File: config.mk
export PLATFORM = sky130hd
export DESIGN_NAME = scrf_channel
export DESIGN_NICKNAME = d
export VERILOG_FILES = /design/src/scrf_channel.v
export VERILOG_INCLUDE_DIRS = /design/src
export SDC_FILE = /design/constraint.sdc
export NUM_CORES = 1
export LEC_CHECK = 0
export BUFFER_PORTS_ARGS = -buffer_cell sky130_fd_sc_hd__buf_2
export CORE_UTILIZATION = 25
export CTS_CLUSTER_DIAMETER = 200
export CTS_CLUSTER_SIZE = 10
export DETAILED_ROUTE_END_ITERATION = 7
export GPL_ROUTABILITY_DRIVEN = 0
export PLACE_DENSITY = 0.39
export SETUP_SLACK_MARGIN = 0.3
export SYNTH_ARGS = -nofsm -noshare
export SYNTH_HDL_FRONTEND = slang
export SYNTH_SLANG_ARGS = --single-unit
File: constraint.sdc
create_clock -name clk -period 3.2 [get_ports clk]
set_clock_uncertainty 0.15 [all_clocks]
set_input_delay 0.64 -clock clk [delete_from_list [all_inputs] [get_ports clk]]
set_output_delay 0.64 -clock clk [all_outputs]
set_load 0.01 [all_outputs]
File: src/scrf_consts.vh
// constants for the serial channel receive fifo and idle block
`ifndef SCRF_CONSTS_VH
`define SCRF_CONSTS_VH

// register indices on the plain port
`define SCRF_ADDR_W        4
`define SCRF_REG_CTRL      4'h0
`define SCRF_REG_STATUS    4'h1
`define SCRF_REG_FIFO_IN   4'h2
`define SCRF_REG_FIFO_OUT  4'h3
`define SCRF_REG_RXCFG     4'h4
`define SCRF_REG_PINCTRL   4'h5
`define SCRF_REG_FILLCNT   4'h6

// control register fields
`define SCRF_CTRL_MODE_LSB 0
`define SCRF_CTRL_MODE_MSB 3
`define SCRF_CTRL_TRAPEN   4
`define SCRF_CTRL_TXFIFO   5

// protocol select codes: off, and the highest code that enables the channel
`define SCRF_MODE_OFF      4'h0
`define SCRF_MODE_MAX      4'h4

// status register fields
`define SCRF_ST_IDLE       0
`define SCRF_ST_PARERR     1
`define SCRF_ST_FRMERR     2
`define SCRF_ST_EMPTY      3
`define SCRF_ST_FULL       4
`define SCRF_ST_RXBLOCK    5
`define SCRF_ST_ENABLED    6

// pin control register fields
`define SCRF_PIN_LEVEL     0
`define SCRF_PIN_DRVEN     1
`define SCRF_PIN_ALTSEL    2

// buffer geometry and widths
`define SCRF_DATA_W        16
`define SCRF_RAM_DEPTH     64
`define SCRF_PTR_W         6
`define SCRF_SIZE_RST      7'h10

// idle detection: bit times of high line that count as idle
`define SCRF_IDLE_BITS     4'hA
// bit time in clock cycles
`define SCRF_BIT_CYC       16'h0015

`endif

File: src/scrf_channel.v
// serial channel: receive fifo in parity ram, protocol enable, pin handover, idle detection
//
// The implementer's own choices: the address-and-strobe port and the register addresses.
`timescale 1ns/1ps
`include "scrf_consts.vh"

// Notes on behaviour
// - fifo configured, not yet filled once, read empties it: false parity error may show
// - after receive count reaches configured size, no false parity indication
// - parity error raises buffer ram trap request only when trap is enabled
// - protocol codes 0001 to 0100 enable the channel; alternate output only then
// - clearing the idle flag blocks reception until the line is idle again
// - a frame starting before idle is set again is flagged as an error
module scrf_channel (
    // clock and reset
    input  wire                      clk,
    input  wire                      rst_n,
    // register port
    input  wire [`SCRF_ADDR_W-1:0]   addr,
    input  wire [`SCRF_DATA_W-1:0]   wdata,
    input  wire                      wr,
    input  wire                      rd,
    output reg  [`SCRF_DATA_W-1:0]   rdata,
    // serial line
    input  wire                      rx_line,
    output reg                       tx_pin_o,
    output reg                       tx_pin_oe,
    // trap request to the system
    output reg                       ram_trap_req
);

// ---------------------------------------------------------------------
// reset release
// ---------------------------------------------------------------------
reg rst_s1_reg;
reg rst_s2_reg;
always @(posedge clk or negedge rst_n) begin
    if (!rst_n) begin
        rst_s1_reg <= 1'b0;
        rst_s2_reg <= 1'b0;
    end else begin
        rst_s1_reg <= 1'b1;
        rst_s2_reg <= rst_s1_reg;
    end
end
wire rst_i_n = rst_s2_reg;

// ---------------------------------------------------------------------
// registers
// ---------------------------------------------------------------------
reg  [3:0]               mode_reg;
reg                      trap_en_reg;
reg                      tx_fifo_reg;
reg  [6:0]               size_reg;
reg  [2:0]               pin_reg;
reg                      idle_reg;
reg                      par_err_reg;
reg                      frm_err_reg;
reg  [6:0]               fill_cnt_reg;

wire                     wr_ctrl  = wr && (addr == `SCRF_REG_CTRL);
wire                     wr_stat  = wr && (addr == `SCRF_REG_STATUS);
wire                     wr_in    = wr && (addr == `SCRF_REG_FIFO_IN);
wire                     rd_out   = rd && (addr == `SCRF_REG_FIFO_OUT);

wire chan_en = (mode_reg != `SCRF_MODE_OFF) && (mode_reg <= `SCRF_MODE_MAX);

// ---------------------------------------------------------------------
// buffer ram with one parity bit per word
// ---------------------------------------------------------------------
reg  [`SCRF_DATA_W:0]    ram [0:`SCRF_RAM_DEPTH-1];
reg  [`SCRF_PTR_W-1:0]   wptr_reg;
reg  [`SCRF_PTR_W-1:0]   rptr_reg;
reg  [6:0]               count_reg;
reg  [`SCRF_DATA_W-1:0]  out_reg;

wire [6:0] cap      = (size_reg > 7'd64 || size_reg == 7'd0) ? 7'd64 : size_reg;
wire       empty    = (count_reg == 7'd0);
wire       full     = (count_reg >= cap);

// receive shifter results
reg                      rx_done;
reg  [7:0]               rx_byte;

// a write into the fifo comes from software in transmit mode or from the receiver
wire sw_push = wr_in && tx_fifo_reg && !full;
wire rx_push = rx_done && !tx_fifo_reg && !full;
wire push    = sw_push || rx_push;
wire [`SCRF_DATA_W-1:0] push_data = sw_push ? wdata : {8'h00, rx_byte};
wire pop     = rd_out && !empty;

// ram read word and its parity check
wire [`SCRF_DATA_W:0] rd_word = ram[rptr_reg];
wire par_bad = ^rd_word;

// ram holds no reset so uninitialised words may fail parity, which is the hazard
always @(posedge clk) begin
    if (push) begin
        ram[wptr_reg] <= {^push_data, push_data};
    end
end

// ram never filled once: the read that empties it also looks ahead at a stale word
wire not_filled  = (fill_cnt_reg < size_reg);
wire spurious    = !tx_fifo_reg && not_filled && pop && (count_reg == 7'd1)
                   && ram[rptr_reg + 6'd1][`SCRF_DATA_W];
wire parity_evt  = (pop && par_bad) || spurious;

always @(posedge clk or negedge rst_i_n) begin
    if (!rst_i_n) begin
        wptr_reg     <= {`SCRF_PTR_W{1'b0}};
        rptr_reg     <= {`SCRF_PTR_W{1'b0}};
        count_reg    <= 7'h00;
        out_reg      <= {`SCRF_DATA_W{1'b0}};
        ram_trap_req <= 1'b0;
    end else begin
        if (push) begin
            wptr_reg <= wptr_reg + 6'd1;
        end
        if (pop) begin
            rptr_reg <= rptr_reg + 6'd1;
            out_reg  <= rd_word[`SCRF_DATA_W-1:0];
        end
        if (push && !pop) begin
            count_reg <= count_reg + 7'd1;
        end else if (pop && !push) begin
            count_reg <= count_reg - 7'd1;
        end
        ram_trap_req <= parity_evt && trap_en_reg;
    end
end

// ---------------------------------------------------------------------
// control, status and fill counter
// ---------------------------------------------------------------------
reg idle_set;
reg frame_start;

always @(posedge clk or negedge rst_i_n) begin
    if (!rst_i_n) begin
        mode_reg     <= `SCRF_MODE_OFF;
        trap_en_reg  <= 1'b0;
        tx_fifo_reg  <= 1'b0;
        size_reg     <= `SCRF_SIZE_RST;
        pin_reg      <= 3'h1;
        idle_reg     <= 1'b0;
        par_err_reg  <= 1'b0;
        frm_err_reg  <= 1'b0;
        fill_cnt_reg <= 7'h00;
    end else begin
        if (wr_ctrl) begin
            mode_reg    <= wdata[`SCRF_CTRL_MODE_MSB:`SCRF_CTRL_MODE_LSB];
            trap_en_reg <= wdata[`SCRF_CTRL_TRAPEN];
            tx_fifo_reg <= wdata[`SCRF_CTRL_TXFIFO];
        end
        if (wr && addr == `SCRF_REG_RXCFG) begin
            size_reg <= wdata[6:0];
        end
        if (wr && addr == `SCRF_REG_PINCTRL) begin
            pin_reg <= wdata[2:0];
        end
        // fill count saturates; it only ever grows since power-up
        if (rx_push && fill_cnt_reg != 7'h7F) begin
            fill_cnt_reg <= fill_cnt_reg + 7'd1;
        end
        // hardware set wins over a software clear in the same cycle
        if (idle_set) begin
            idle_reg <= 1'b1;
        end else if (wr_stat && !wdata[`SCRF_ST_IDLE]) begin
            idle_reg <= 1'b0;
        end
        if (parity_evt) begin
            par_err_reg <= 1'b1;
        end else if (wr_stat && wdata[`SCRF_ST_PARERR]) begin
            par_err_reg <= 1'b0;
        end
        if (frame_start && !idle_reg) begin
            frm_err_reg <= 1'b1;
        end else if (wr_stat && wdata[`SCRF_ST_FRMERR]) begin
            frm_err_reg <= 1'b0;
        end
    end
end

// ---------------------------------------------------------------------
// receiver: idle detection and byte shifter
// ---------------------------------------------------------------------
localparam RX_IDLE  = 2'b00;
localparam RX_DATA  = 2'b01;
localparam RX_STOP  = 2'b10;
localparam RX_START = 2'b11;

reg  [1:0]  rx_state_reg;
reg  [15:0] bit_cnt_reg;
reg  [3:0]  idle_cnt_reg;
reg  [2:0]  bit_idx_reg;
reg  [7:0]  shift_reg;
reg         rx_prev_reg;
reg         blocked_reg;

// the counter runs 0 to one less than a bit time, so a bit lasts exactly that many cycles
wire bit_tick = (bit_cnt_reg == `SCRF_BIT_CYC - 16'h0001);
wire half_tick = (bit_cnt_reg == (`SCRF_BIT_CYC >> 1));

always @* begin
    idle_set    = chan_en && rx_line && bit_tick && (idle_cnt_reg == `SCRF_IDLE_BITS)
                  && !idle_reg;
    frame_start = chan_en && (rx_state_reg == RX_IDLE) && rx_prev_reg && !rx_line;
end

always @(posedge clk or negedge rst_i_n) begin
    if (!rst_i_n) begin
        rx_state_reg <= RX_IDLE;
        bit_cnt_reg  <= 16'h0000;
        idle_cnt_reg <= 4'h0;
        bit_idx_reg  <= 3'h0;
        shift_reg    <= 8'h00;
        rx_prev_reg  <= 1'b1;
        blocked_reg  <= 1'b1;
        rx_done      <= 1'b0;
        rx_byte      <= 8'h00;
    end else begin
        rx_prev_reg <= rx_line;
        rx_done     <= 1'b0;
        bit_cnt_reg <= bit_tick ? 16'h0000 : bit_cnt_reg + 16'h0001;
        // a software clear restarts the idle count, so idle must be seen afresh
        if (!rx_line || !chan_en || (wr_stat && !wdata[`SCRF_ST_IDLE])) begin
            idle_cnt_reg <= 4'h0;
        end else if (bit_tick && idle_cnt_reg != `SCRF_IDLE_BITS) begin
            idle_cnt_reg <= idle_cnt_reg + 4'h1;
        end
        // reception stays off until idle is seen after a clear
        if (!idle_reg) begin
            blocked_reg <= 1'b1;
        end else begin
            blocked_reg <= 1'b0;
        end
        case (rx_state_reg)
            RX_IDLE: begin
                if (frame_start && !blocked_reg && idle_reg) begin
                    rx_state_reg <= RX_START;
                    bit_cnt_reg  <= 16'h0000;
                    bit_idx_reg  <= 3'h0;
                end
            end
            // start bit is let pass whole, so data samples fall mid-bit
            RX_START: begin
                if (bit_tick) begin
                    rx_state_reg <= RX_DATA;
                end
            end
            RX_DATA: begin
                if (half_tick) begin
                    shift_reg <= {rx_line, shift_reg[7:1]};
                end
                if (bit_tick) begin
                    bit_idx_reg <= bit_idx_reg + 3'h1;
                    if (bit_idx_reg == 3'h7) begin
                        rx_state_reg <= RX_STOP;
                    end
                end
            end
            RX_STOP: begin
                if (bit_tick) begin
                    rx_state_reg <= RX_IDLE;
                    rx_done      <= 1'b1;
                    rx_byte      <= shift_reg;
                end
            end
            default: begin
                rx_state_reg <= RX_IDLE;
            end
        endcase
    end
end

// ---------------------------------------------------------------------
// pin handover and read data
// ---------------------------------------------------------------------
// the pin follows the channel only when it is enabled and alternate is selected;
// otherwise the software level stands, which is what keeps handover spike free
always @(posedge clk or negedge rst_i_n) begin
    if (!rst_i_n) begin
        tx_pin_o  <= 1'b1;
        tx_pin_oe <= 1'b0;
        rdata     <= {`SCRF_DATA_W{1'b0}};
    end else begin
        tx_pin_oe <= pin_reg[`SCRF_PIN_DRVEN];
        if (pin_reg[`SCRF_PIN_ALTSEL] && chan_en) begin
            tx_pin_o <= 1'b1;
        end else begin
            tx_pin_o <= pin_reg[`SCRF_PIN_LEVEL];
        end
        rdata <= {`SCRF_DATA_W{1'b0}};
        if (rd) begin
            case (addr)
                `SCRF_REG_CTRL:     rdata <= {10'h000, tx_fifo_reg, trap_en_reg, mode_reg};
                `SCRF_REG_STATUS:   rdata <= {9'h000, chan_en, blocked_reg, full, empty,
                                              frm_err_reg, par_err_reg, idle_reg};
                `SCRF_REG_FIFO_OUT: rdata <= empty ? {`SCRF_DATA_W{1'b0}}
                                                   : rd_word[`SCRF_DATA_W-1:0];
                `SCRF_REG_RXCFG:    rdata <= {9'h000, size_reg};
                `SCRF_REG_PINCTRL:  rdata <= {13'h0000, pin_reg};
                `SCRF_REG_FILLCNT:  rdata <= {9'h000, fill_cnt_reg};
                default:            rdata <= {`SCRF_DATA_W{1'b0}};
            endcase
        end
    end
end

endmodule

# Yosys cells after proc, flatten, opt, wreduce, memory -nomap -nowiden
# Memory sizes are Yosys's and may differ from the RTL's.
# Index checks and enable logic that the tools add are counted.
[word_totals] mem_bits_rw=1088 out_inout_bits=19 in_bits=25 regBits=110 word_cells=162 mem_count=1
[mem_list] memory="ram" depth=64 word_bits=17 read_ports=2 rd_ports_with_merged_regs=0 write_ports=1 line="scrf_channel.v:71" text="reg [`SCRF_DATA_W:0] ram [0:`SCRF_RAM_DEPTH-1];"
[classes] n_addsub=8 n_mux=33 magnitude_cmp=4 reduce_logical=68 eq_ne=21
[op_table] op="16-bit 2-to-1 mux" count=6
[op_table] op="16-bit one-hot mux with 6 select lines" count=1
[op_table] op="1-bit logical AND" count=36
[op_table] op="7-bit 2-to-1 mux" count=3
[op_table] op="17-bit XOR reduction" count=1
[op_table] op="16-bit by 1-bit adder with 16-bit output, second input constant" count=1
[op_table] op="16-bit by 4-bit equality test with 1-bit output, second input constant" count=1
[op_table] op="16-bit by 5-bit equality test with 1-bit output, second input constant" count=1
[op_table] op="16-bit XOR reduction" count=1
[op_table] op="7-bit by 1-bit adder with 7-bit output, second input constant" count=2
[op_table] op="7-bit logical NOT" count=2
[op_table] op="6-bit by 1-bit adder with 6-bit output, second input constant" count=2
[op_table] op="4-bit by 3-bit equality test with 1-bit output, second input constant" count=3
[op_table] op="1-bit 2-to-1 mux" count=12
[op_table] op="2-bit nonzero test" count=6
[op_table] op="1-bit logical NOT" count=10
[op_table] op="2-bit 2-to-1 mux" count=5
[op_table] op="4-bit by 2-bit equality test with 1-bit output, second input constant" count=2
[op_table] op="4-bit 2-to-1 mux" count=2
[op_table] op="2-bit != test, second input constant" count=4
[op_table] op="2-bit one-hot mux with 4 select lines" count=1
[op_table] op="7-bit by 1-bit equality test with 1-bit output, second input constant" count=1
[op_table] op="7-bit greater-or-equal comparator" count=1
[op_table] op="7-bit > comparator, second input constant" count=1
[op_table] op="other kinds (22)" count=29

# Depth between registers and ports, before layout
[depth] ltp_word=11 mapped_depth=19

# Worst setup path before layout
# OpenSTA, ideal clock, no wires.
[synth_timing] path_type="reg-to-reg" startpoint="reg count_reg[0]" endpoint="mem ram[0][16] (netlist bit) (data pin)" path_stages_with_launch=13 arrival_time_ps=4639 required_time_ps=2501 n_path_buf=1 period_less_slack_ps=5338 slack_ps=-2138 cell_sequence="dfrtp_1 inv_1 ha_1 nand2b_1 a21o_1 a21o_1 a21o_1 a21o_1 a21o_1 a211oi_1 clkbuf_1 nor2_1 a21oi_1"
[synth_via] elab_chain_cells=5
[synth_rtl] element="from (decl)" line="scrf_channel.v:74" text="reg [6:0] count_reg;"
[synth_rtl] element="from (signal assigned)" line="scrf_channel.v:125" text="count_reg <= count_reg + 7'd1;"
[synth_rtl] element="from (signal assigned)" line="scrf_channel.v:127" text="count_reg <= count_reg - 7'd1;"
[synth_rtl] element="7-bit greater-or-equal comparator" line="scrf_channel.v:79" text="wire full = (count_reg >= cap);"
[synth_rtl] element="1-bit logical NOT" line="scrf_channel.v:86" text="wire sw_push = wr_in && tx_fifo_reg && !full;"
[synth_rtl] element="1-bit logical AND" line="scrf_channel.v:86"
[synth_rtl] element="16-bit 2-to-1 mux" line="scrf_channel.v:89" text="wire [`SCRF_DATA_W-1:0] push_data = sw_push ? wdata : {8'h00, rx_byte};"
[synth_rtl] element="16-bit XOR reduction" line="scrf_channel.v:99" text="ram[wptr_reg] <= {^push_data, push_data};"
[synth_rtl] element="to (decl)" line="scrf_channel.v:71"
# Every way passes these cells.

# Worst setup path after layout
[layout_timing] startpoint="reg rptr_reg[0]" endpoint="reg ram_trap_req"
[layout_via] elab_chain_cells=5 elab_cells_between_ends=7 cone_classes="1 x add/sub; 5 x reduce/logical; 1 x memory"
[layout_rtl] element="from (decl)" line="scrf_channel.v:73" text="reg [`SCRF_PTR_W-1:0] rptr_reg;"
[layout_rtl] element="from (signal assigned)" line="scrf_channel.v:112" text="rptr_reg <= {`SCRF_PTR_W{1'b0}};"
[layout_rtl] element="from (signal assigned)" line="scrf_channel.v:121" text="rptr_reg <= rptr_reg + 6'd1;"
[layout_rtl] element="6-bit by 1-bit adder with 6-bit output or memory read 64 x 17 bit (tied branches)"
[layout_rtl] element="memory read 64 x 17 bit *"
[layout_rtl] element="1-bit logical AND (on tied branches)" line="scrf_channel.v:105, scrf_channel.v:107"
[layout_rtl] element="1-bit logical OR *" line="scrf_channel.v:107" text="wire parity_evt = (pop && par_bad) || spurious;"
[layout_rtl] element="1-bit logical AND *" line="scrf_channel.v:129" text="ram_trap_req <= parity_evt && trap_en_reg;"
[layout_rtl] element="to (signal assigned)" line="scrf_channel.v:129"
[layout_rtl] element="to (decl)" line="scrf_channel.v:29" text="output reg ram_trap_req"
# Mark *: on every way between the ends. The rest lies on a longest branch, timed or not.
# A chain may end at the register's enable or synchronous reset.

==> impl_metrics.ini <==
[outcome]
status = finished with violations
violations = setup timing

[grt]
grt_max_degree = 65
grt_pass1_wl_um = 237000
gr-total-overflow = 0
antenna_found_initial = 12
track_usage_pct = 17.6
grt_pass1_vias = 28400

[worst_setup_path]
crit_path_end_kind = register
cpLargestDelayFamily = XOR/XNOR gates
path_common_cell = buf_12
arrival_ns = 4.68
critPathRequiredTime_ns = 3.77
worst-path-max-fanout = 11
worstSetupStartpointType = register
critical_path.cell_chain = buf_12 > buf_12 > buf_12 > buf_12 > mux4_2 > mux2i_1 > buf_4 > nor3_1 > a2111oi_2 > buf_4 > xnor3_2 > xnor3_1 > xnor3_2 > a21oi_2 > and2_1
slowest_stage = nor3_1
critPathKind = reg -> reg
max_stage_delay_ns = 0.57
worst-path-buf-inv = 6

[drt]
via_count = 27800
dr.pass1.iters = 7
routedWlPerCell_um = 31.0
drc = 0
drtAntennaViolNets = 0
drt_wl_total_um = 179000
drtIter0Drc = 2660
avgViaCountPerCell = 4.82

[yosys]
synth_largest_area_cell = edfxtp_1
synthArstFlopShare_pct = 9.18
synth_flop_cell = edfxtp_1
synth_compound_area_share_pct = 3.24
synth_top_area_share_pct = 67.6
synth_top_family_by_area = multiplexers
syn_inst = 2478
synth-xor-area-share_pct = 1.54
syn_area_mm2 = 0.0483
synth_simple_gate_area_share_pct = 3.76
yosys_warnings = 0
synthMuxAreaShare_pct = 15.5
avgSynthCellArea_um2 = 19.5
synth.yosys.seq_area_share_pct = 73.3
synth_area_leaders = edfxtp_1 (68%), mux4_2 (12%), dfrtp_1 (5.4%)
syn_nets = 2535
synth_edf_count = 1088
synth_most_common_cell = edfxtp_1
synth_fa_ha_area_share_pct = 0.828
synth_cell_types = 64
synth_seq_cells = 1198
yosys-top-cells-count = edfxtp_1 (1088), mux4_2 (266), nor2_1 (126), mux2i_1 (108), dfrtp_1 (105)

[placed_design]
post-place-ws_ns = -1.27
hpwl_um = 110000
io_buffer_count = 43

[layout]
syn_to_final_growth_pct = 33.4
seq_area_mm2 = 0.0354
finish.utilization_pct = 33.5
nNetsFinal = 3220
largest_reg_flops = 1088
multi_input_area_mm2 = 0.0129
drive_above_1_share_pct = 39.7
num-fill-cells = 18100

[floorplan]
placementRows = 161
fp.dieArea_mm2 = 0.195
core_area_mm2 = 0.192
die_w_um = 442
num_io_pins = 44
initial_core_util_pct = 25.1
die-height_um = 442

[sta]
hold_violations = 0
fin_tns_setup_ns = -659.77
tightest_slew_ns = 0.943
drv_slew = 0
max_clock_freq_mhz = 243
period_share_pct = 129
setup_violations = 2190
period_minus_slack_ns = 4.11
fin_hold_ws_ns = 0.0716
rsz0062_at_grt = yes
setup_ws_ns = -0.915
relSlewSlack_pct = 36.9

[min_path]
hold_path_class = in -> reg

[clock_tree]
cts_root_buffer = clkbuf_16
clk_path_buf_depth = 3
cts.sinks = 1198
clk_latency_ns = 0.80
path_clk_slew_ns = 0.06
cts_tree = yes
htree_levels = 4
cts_buffers = 137

[power]
power_w = 0.0457
irDropWorstVdd_v = 0.00102
p_leak_nw = 21.7
power.density_mw_per_mm2 = 708

[job]
maxCapViolCount = 0
-- placed cells by master, fill, tap and decap left out, types with 37 or more instances in the layout --
cell type,count
buf_4,305
clkbuf_16,174
a21oi_1,37
buf_16,39
mux2_2,38
a22oi_1,45
nand2_1,90
clkbuf_1,55
xnor2_1,45
buf_6,54
buf_2,43
mux4_2,266
nor2_1,61
mux2i_1,105
buf_12,178
nor2_4,46
dfrtp_1,99
edfxtp_1,1088
-- final timing paths --
path | startpoint | end | slack, ns | depth (start not counted)
setup / recovery | rptr_reg[0] | ram_trap_req | -0.91 | 15
hold / removal | wdata[5] | tx_fifo_reg | 0.07 | 2
setup reg to reg | rptr_reg[0] | ram_trap_req | -0.91 | 15
hold reg to reg | rst_s1_reg | rst_i_n | 0.20 | 0
max in group asynchronous | rst_i_n | size_reg[4] | 1.76 | 1
min in group asynchronous | rst_i_n | rdata[11] | 0.27 | 0
-- layer usage --
metal,part of all wire (%),track usage [%],up-vias
met4,2.5,4.51,0
li1,-,-,11500
met3,5.6,2.68,216
met1,43,24.0,15200
met5,0,0,-
met2,49,29.3,938
-- final cells by class --
cell class                 instances  area share, %
timing repair buffer             671           13.8
sequential                      1198           55.0
inverter                          26          0.151
tap                             2526           4.90
clock buffer                     193           5.67
antenna                            7         0.0272
clock inverter                    14          0.471
multi-input combinational       1129           20.0
-- what timing repair did --
action                     4_1_cts  5_1_grt
pin swaps                       32       43
gates resized for setup        182       76
gates cloned                    35       36
setup endpoints to repair     2207     2209
buffers inserted                67       42
hold buffers                     4        0
hold endpoints to repair         7        0
-- through the flow --
step / instances / instance area, um2
floorplan: 2478 / 48500
global placement: 5366 / 56300
detailed placement: 5366 / 56300
CTS: 5679 / 62700
global route: 5757 / 64500
finish: 5764 / 64500
-- power by group --
part / internal [W] / switching (W) / total (W)
Combinational: 0.00707 / 0.00690 / 0.0140
Clock: 0.00799 / 0.00643 / 0.0144
Sequential: 0.0170 / 0.000233 / 0.0173
Total: 0.0321 / 0.0136 / 0.0457
-- cells by family (layout without fill, tap and decap cells) --
kind of cell             after synthesis  count (layout)
multiplexers                         413             413
buffers and inverters                151             904
other                                  1               8
AND/OR/NAND/NOR                      384             384
XOR/XNOR                              77              77
flip-flops                          1198            1198
AO/OA/AOI/OAI                        222             222
adder cells (fa/ha/maj)               32              32
Note: power is estimated with default switching activity, not from simulation.
